### src/shared/cvr_pkg.sv
// Shared constants for the cell voltage result bank, channels six to nine
package cvr_pkg;

  // ----------------------------------------------------------------
  // Widths
  // ----------------------------------------------------------------
  localparam int CVR_NUM_CH = 4;           // Channels six to nine
  localparam int CVR_RES_W = 14;           // Conversion result width
  localparam int CVR_DATA_W = 32;          // APB data width
  localparam int CVR_ADDR_W = 12;          // APB address width
  localparam int CVR_IDX_W = 8;            // Register index width

  // ----------------------------------------------------------------
  // Register indices (byte address is four times the index)
  // ----------------------------------------------------------------
  localparam logic [7:0] CVR_IDX_CELL6 = 8'h4c;   // Cell six result
  localparam logic [7:0] CVR_IDX_CELL7 = 8'h4d;   // Cell seven result
  localparam logic [7:0] CVR_IDX_CELL8 = 8'h4e;   // Cell eight result
  localparam logic [7:0] CVR_IDX_CELL9 = 8'h4f;   // Cell nine result
  localparam logic [7:0] CVR_IDX_CTRL = 8'h60;    // Measure enables and filter select
  localparam logic [7:0] CVR_IDX_STAT = 8'h61;    // Skipped-in-last-scan flags
  localparam logic [7:0] CVR_IDX_CELL [CVR_NUM_CH] = '{CVR_IDX_CELL6, CVR_IDX_CELL7,
                                                      CVR_IDX_CELL8, CVR_IDX_CELL9};

  // ----------------------------------------------------------------
  // Field layout
  // ----------------------------------------------------------------
  localparam int CVR_RES_MSB = 15;         // Result MSB position
  localparam int CVR_RES_LSB = 2;          // Result LSB position
  localparam int CVR_CTRL_EN_LSB = 0;      // Measure enables, one bit per channel
  localparam int CVR_CTRL_FSEL_BIT = 4;    // Readback filter select
  localparam int CVR_STAT_SKIP_LSB = 0;    // Skipped flags, one per channel

  // ----------------------------------------------------------------
  // Reset values and scaling
  // ----------------------------------------------------------------
  localparam logic [3:0] CVR_EN_RST = 4'hf;        // All channels measured
  localparam logic CVR_FSEL_RST = 1'b0;            // Averaged value on readback
  localparam logic [13:0] CVR_CODE_RST = 14'h0000; // Stored result at reset
  localparam logic [13:0] CVR_CODE_MAX = 14'h3fff; // Code for the full span
  localparam int CVR_FULL_SCALE_MV = 5000;         // Span of the full code range

  // ----------------------------------------------------------------
  // Types
  // ----------------------------------------------------------------
  typedef logic [CVR_RES_W-1:0] cvr_code_t;        // One conversion code

endpackage

### src/rtl/cvr_top.sv
// Read-only cell voltage result registers for channels six to nine over APB
//
// Overview of operation
// - Result sits in bits 15 to 2
// - Full code range spans five volts
// - Disabled skipped channel keeps its stored data
// - Filter select picks averaged or filtered readback
// - Result registers are read-only to software
//
// Chosen here: the APB interface to the registers.
`timescale 1ns/1ps
module cvr_top #(
  parameter int NUM_CH = cvr_pkg::CVR_NUM_CH,
  parameter int RES_W = cvr_pkg::CVR_RES_W
) (
  // Clock, reset, enable
  input wire logic pclk,
  input wire logic presetn,
  input wire logic clk_en,
  // APB slave
  input wire logic psel,
  input wire logic penable,
  input wire logic pwrite,
  input wire logic [cvr_pkg::CVR_ADDR_W-1:0] paddr,
  input wire logic [cvr_pkg::CVR_DATA_W-1:0] pwdata,
  output logic [cvr_pkg::CVR_DATA_W-1:0] prdata,
  output logic pready,
  output logic pslverr,
  // Scan engine
  input wire logic scan_update,
  input wire logic [NUM_CH-1:0] scan_skip,
  input wire logic [NUM_CH-1:0][RES_W-1:0] avg_result,
  input wire logic [NUM_CH-1:0][RES_W-1:0] filt_result,
  // Control seen by the scan engine
  output logic [NUM_CH-1:0] channel_measure_enable,
  output logic readback_filter_select
);
  import cvr_pkg::*;

  // ----------------------------------------------------------------
  // Declarations
  // ----------------------------------------------------------------
  logic [NUM_CH-1:0] meas_en_r;                 // Measure enables
  logic fsel_r;                                 // Readback filter select
  logic [CVR_DATA_W-1:0] prdata_r;              // Registered read data
  logic [CVR_DATA_W-1:0] prdata_nxt;            // Read data for this setup
  logic pslverr_r;                              // Registered error answer
  logic pslverr_nxt;                            // Error for this setup
  logic setup;                                  // APB setup phase
  logic access;                                 // APB access phase completing
  logic [NUM_CH-1:0][RES_W-1:0] chan_code;      // Selected readback per channel
  logic [NUM_CH-1:0] chan_held;                 // Skipped flags per channel

  // ----------------------------------------------------------------
  // Decode helper
  // ----------------------------------------------------------------
  // True when the byte address hits the word of a register index
  function automatic logic cvr_hit(input logic [CVR_ADDR_W-1:0] a, input logic [CVR_IDX_W-1:0] idx);
    cvr_hit = (a == {2'b00, idx, 2'b00});
  endfunction

  // ----------------------------------------------------------------
  // APB phases
  // ----------------------------------------------------------------
  // Zero wait states while enabled; a frozen block stalls the bus
  assign pready = clk_en;
  assign setup = psel && !penable;
  assign access = psel && penable && clk_en;

  // ----------------------------------------------------------------
  // Channel storage
  // ----------------------------------------------------------------
  // One storage slice per channel
  for (genvar i = 0; i < NUM_CH; i++) begin : g_chan
    cvr_chan #(
      .RES_W(RES_W)
    ) u_chan (
      .pclk(pclk),
      .presetn(presetn),
      .clk_en(clk_en),
      .scan_update(scan_update),
      .scan_skip(scan_skip[i]),
      .avg_in(avg_result[i]),
      .filt_in(filt_result[i]),
      .channel_measure_enable(meas_en_r[i]),
      .readback_filter_select(fsel_r),
      .code(chan_code[i]),
      .held(chan_held[i])
    );
  end

  // ----------------------------------------------------------------
  // Control register
  // ----------------------------------------------------------------
  // Only the control word is writable; result writes are dropped
  always_ff @(posedge pclk or negedge presetn) begin
    if (!presetn) begin
      meas_en_r <= NUM_CH'(CVR_EN_RST);
      fsel_r <= CVR_FSEL_RST;
    end else if (access && pwrite && cvr_hit(paddr, CVR_IDX_CTRL)) begin
      meas_en_r <= pwdata[CVR_CTRL_EN_LSB +: NUM_CH];
      fsel_r <= pwdata[CVR_CTRL_FSEL_BIT];
    end
  end

  assign channel_measure_enable = meas_en_r;
  assign readback_filter_select = fsel_r;

  // ----------------------------------------------------------------
  // Read decode
  // ----------------------------------------------------------------
  // Build read word and error flag from the setup address
  always_comb begin
    prdata_nxt = '0;
    pslverr_nxt = 1'b1;
    for (int i = 0; i < NUM_CH; i++) begin
      if (cvr_hit(paddr, CVR_IDX_CELL[i])) begin
        // Code left-justified, low two bits stay zero
        prdata_nxt[CVR_RES_MSB:CVR_RES_LSB] = chan_code[i];
        // Writes here are accepted without effect
        pslverr_nxt = 1'b0;
      end
    end
    if (cvr_hit(paddr, CVR_IDX_CTRL)) begin
      // Control readback
      prdata_nxt[CVR_CTRL_EN_LSB +: NUM_CH] = meas_en_r;
      prdata_nxt[CVR_CTRL_FSEL_BIT] = fsel_r;
      pslverr_nxt = 1'b0;
    end
    if (cvr_hit(paddr, CVR_IDX_STAT)) begin
      // Skipped flags of the latest scan
      prdata_nxt[CVR_STAT_SKIP_LSB +: NUM_CH] = chan_held;
      pslverr_nxt = 1'b0;
    end
  end

  // ----------------------------------------------------------------
  // Read data and error registers
  // ----------------------------------------------------------------
  // Captured in the setup cycle, presented through the access phase
  always_ff @(posedge pclk or negedge presetn) begin
    if (!presetn) begin
      prdata_r <= '0;
      pslverr_r <= 1'b0;
    end else if (clk_en && setup) begin
      prdata_r <= pwrite ? '0 : prdata_nxt;
      pslverr_r <= pslverr_nxt;
    end
  end

  assign prdata = prdata_r;
  assign pslverr = pslverr_r;
endmodule // cvr_top

### src/rtl/cvr_chan.sv
// One channel of stored averaged and filtered results with readback select
`timescale 1ns/1ps
module cvr_chan #(
  parameter int RES_W = 14
) (
  // Clock, reset, enable
  input wire logic pclk,
  input wire logic presetn,
  input wire logic clk_en,
  // Scan engine side
  input wire logic scan_update,
  input wire logic scan_skip,
  input wire logic [RES_W-1:0] avg_in,
  input wire logic [RES_W-1:0] filt_in,
  // Control
  input wire logic channel_measure_enable,
  input wire logic readback_filter_select,
  // Readback
  output logic [RES_W-1:0] code,
  output logic held
);
  import cvr_pkg::*;

  logic [RES_W-1:0] avg_r;   // Averaged result
  logic [RES_W-1:0] filt_r;  // Filtered result
  logic held_r;              // Channel skipped in the latest scan

  // ----------------------------------------------------------------
  // Storage
  // ----------------------------------------------------------------
  // Skipped and disabled channel keeps its data; otherwise both values load
  always_ff @(posedge pclk or negedge presetn) begin
    if (!presetn) begin
      avg_r <= RES_W'(CVR_CODE_RST);
      filt_r <= RES_W'(CVR_CODE_RST);
      held_r <= 1'b0;
    end else if (clk_en && scan_update) begin
      if (!channel_measure_enable && scan_skip) begin
        // Only the skipped flag is set; stored results keep their values
        held_r <= 1'b1;
      end else begin
        // Code taken as-is: full range spans the five volt input
        avg_r <= avg_in;
        filt_r <= filt_in;
        held_r <= 1'b0;
      end
    end
  end

  // ----------------------------------------------------------------
  // Readback
  // ----------------------------------------------------------------
  // Filter select picks filtered or averaged value
  assign code = readback_filter_select ? filt_r : avg_r;
  assign held = held_r;

endmodule // cvr_chan

### config.mk
export PLATFORM = sky130hd
export DESIGN_NAME = cvr_top
export DESIGN_NICKNAME = d
export VERILOG_FILES = /design/src/shared/cvr_pkg.sv /design/src/rtl/cvr_top.sv /design/src/rtl/cvr_chan.sv
export SDC_FILE = /design/constraint.sdc
export NUM_CORES = 1
export LEC_CHECK = 0
export BUFFER_PORTS_ARGS = -buffer_cell sky130_fd_sc_hd__buf_2
export CAP_MARGIN = 20
export CORE_ASPECT_RATIO = 0.6
export CORE_MARGIN = 5
export CORE_UTILIZATION = 53
export CTS_BUF_LIST = sky130_fd_sc_hd__clkbuf_4
export DETAILED_ROUTE_END_ITERATION = 7
export PLACE_DENSITY = 0.81
export SETUP_SLACK_MARGIN = 0.5
export SLEW_MARGIN = 15
export SYNTH_ARGS = -nofsm -noshare
export SYNTH_HDL_FRONTEND = slang
export SYNTH_SLANG_ARGS = --single-unit
### constraint.sdc
create_clock -name pclk -period 2.3 [get_ports pclk]
set_clock_uncertainty 0.2 [all_clocks]
set_input_delay 0.115 -clock pclk [delete_from_list [all_inputs] [get_ports pclk]]
set_output_delay 0.115 -clock pclk [all_outputs]
set_load 0.02 [all_outputs]
==> flow_summary.json <==
{
  "cts_buffer_depth": 2,
  "diodes": 0,
  "p_per_area_nw_per_um2": 624,
  "p_leak_nw": 4.27,
  "stdcell_area_um2": 9570,
  "synthAdderAreaFrac_pct": 0,
  "synth_top_family_by_area": "multiplexers",
  "synth_compound_area_share_pct": 5.66,
  "via_per_inst": 5.33,
  "cts_tree": "built",
  "tns_ps": 0,
  "htree_levels": 4,
  "hold_viol_final": 0,
  "outcome": "finished clean",
  "core_area_um2": 12000,
  "ys.warnings.count": 0,
  "grtUsageTotal_pct": 25.8,
  "synth-xor-area-share_pct": 0,
  "die_w_um": 152,
  "async_flop_share_pct": 100,
  "critPathArrivalTime_ps": 2100,
  "synth.most_common_cell": "dfrtp_1",
  "tightest_slew_ps": 735,
  "die_area_um2": 14500,
  "peakVddDrop_uv": 438,
  "rsz0062_at_grt": "true",
  "worstPathMaxFanout": 2,
  "fin_crit_sh_pct": 80.8,
  "antenna_found_initial": 0,
  "first_global_vias": 5671,
  "setup_viol": 0,
  "crit_top_cell": "dlygate4sd3_1",
  "netlist_instances": 481,
  "met3WireLength_mm": 1.44,
  "period_minus_slack_ps": 1860,
  "wirelength_mm": 19.1,
  "cpPeakStageDelay_ps": 630,
  "maxSlewViolCount": 0,
  "topRoutingLayerUsed": "met4",
  "avgSynthCellArea_um2": 13.4,
  "power_mw": 5.97,
  "yosys_most_used_dff": "dfrtp_1",
  "cts_num_sinks": 138,
  "synthSimpleGateAreaFrac_pct": 5.80,
  "drive_above_1_share_pct": 47.7,
  "overflow": 0,
  "via_count": 5212,
  "die_y_um": 95.3,
  "fill_cells": 659,
  "clkTransAtPathRegs_ps": 120,
  "ios": 206,
  "clock_latency_ps": 520,
  "place_congestion": 0.854,
  "critPathKind": "in -> reg",
  "drc": 0,
  "yosysTopAreaCell": "dfrtp_1",
  "ys_ff_latch": 138,
  "routedLengthMet1_mm": 7.61,
  "required_ps": 2540,
  "synth_edf_count": 0,
  "ys_seq_area_share_pct": 53.8,
  "netlist_area_um2": 6430,
  "synth_commonest_cells": "134 x dfrtp_1, 120 x mux2_2, 33 x mux2i_1",
  "post-place-ws_ps": 268,
  "slew_headroom_pct": 51.0,
  "timing.fmax_ghz": 0.538,
  "final_util_pct": 79.8,
  "synth_top_area_share_pct": 52.1,
  "ant_nets": 0,
  "numPortBuffers": 162,
  "hold_path_class": "in -> reg",
  "cpMaxStageDelayCell": "dlygate4sd3_1",
  "wl_per_cell_um": 19.5,
  "hold_buffers": 141,
  "synth_mux_area_share_pct": 30.0,
  "crit_chain": "dlygate4sd3_1 -> buf_2 -> nand3b_1 -> nor2_2 -> dlygate4sd3_1 -> nand3_1 -> o21ai_0",
  "dr.first_iter.drc_count": 278,
  "clockRootBuffer": "clkbuf_4",
  "cap_viol_max_count": 0,
  "worst_setup_path_end_kind": "flip-flop",
  "grt_max_degree": 139,
  "layout.nets": 966,
  "yosysUniqueCellTypes": 37,
  "rows": 31,
  "start_util_pct": 53.7,
  "finalWorstSetupSlack_ps": 442,
  "cts-buffers-inserted": 17,
  "synthTopCellsByArea": "dfrtp_1 52%, mux2_2 21%, mux2i_1 5.1%",
  "dpl_cell_area_um2": 7420,
  "area_delta_synth_final_pct": 48.7,
  "wl_met2_mm": 9.75,
  "startpoint_type": "input port",
  "place_hpwl_mm": 11.1,
  "grt_pass1_wl_mm": 29.2,
  "dr.pass1.iters": 4
}
## sequential cells by signal, indices dropped and copies added, names as in the netlist
register	count
prdata	16
channel_measure_enable	4
g_chan.u_chan.held	4
g_chan.u_chan.filt_r	56
pslverr	1
readback_filter_select	1
g_chan.u_chan.avg_r	56
## where the power goes
group          switching [mW]  leakage (nW)  internal [mW]
clock network           0.885         0.164          0.862
logic                   0.463          2.45          0.735
registers               0.217          1.66           2.81
## cell type report
type                    instances  area, um^2  share of cell area (%)
flip-flops and latches        138        3460                    36.2
multi-input cells             303        2890                    30.2
repair buffers                335        2690                    28.1
well taps                     165         206                    2.16
clock inverters                14         178                    1.86
clock buffers                  18         135                    1.41
inverters                       4        15.0                   0.157
## worst paths after layout
path | start | to | slack [ps] | cells after the start
setup / recovery | penable | prdata[0]$_DFFE_PN0P_ | 440 | 7
hold / removal | paddr[4] | prdata[4]$_DFFE_PN0P_ | 20 | 6
setup reg to reg | readback_filter_select$_DFFE_PN0P_ | prdata[8]$_DFFE_PN0P_ | 480 | 8
hold reg to reg | pslverr$_DFFE_PN0P_ | pslverr$_DFFE_PN0P_ | 290 | 1
max in group asynchronous | presetn | g_chan[0].u_chan.filt_r[10]$_DFFE_PN0P_ | 1290 | 3
min in group asynchronous | presetn | g_chan[3].u_chan.avg_r[2]$_DFFE_PN0P_ | 40 | 3
## cell families after synthesis
family,count (synthesis)
mux,164
simple gates,62
buf+inv,55
compound gates,61
other cells,1
flops,138
## critical path: cells and delay by family
kind	cells	cell delay (ps)
compound gates	1	170
buf+inv	3	1330
simple gates	3	480
## stage by stage
stage | hold WS (ps) | cells
2_1_floorplan | -381 | 496
3_3_place_gp | 59.8 | 786
3_5_place_dp | 78.0 | 786
4_1_cts | -37.4 | 964
5_1_grt | -10.1 | 977
6_report | 17.0 | 977
## what timing repair did
action	in CTS	in global routing
endpoints found under the hold margin	274	1
setup buffers	4	8
gates cloned	1	5
pin swaps	1	9
resized for setup	4	45
endpoints found under the setup margin	91	51
## metal layers
metal  global-route usage, %  vias up
met5                       0        -
met4                    7.18        0
met3                    7.89       25
met2                    46.1      240
met1                    30.7     2597
li1                        -     2350
## layout by cell type (no fill, tap or decap), types with 7 or more instances in the layout
cell	instances
a211oi_2	8
a21oi_1	16
buf_12	7
buf_2	161
buf_4	13
clkbuf_4	19
conb_1	16
dfrtp_1	133
dlygate4sd3_1	139
mux2_2	115
mux2i_1	31
mux4_2	11
nand2_1	21
nor2_1	7
nor2b_1	10
o21ai_1	10
No activity file was read; power rests on OpenSTA's default activity.
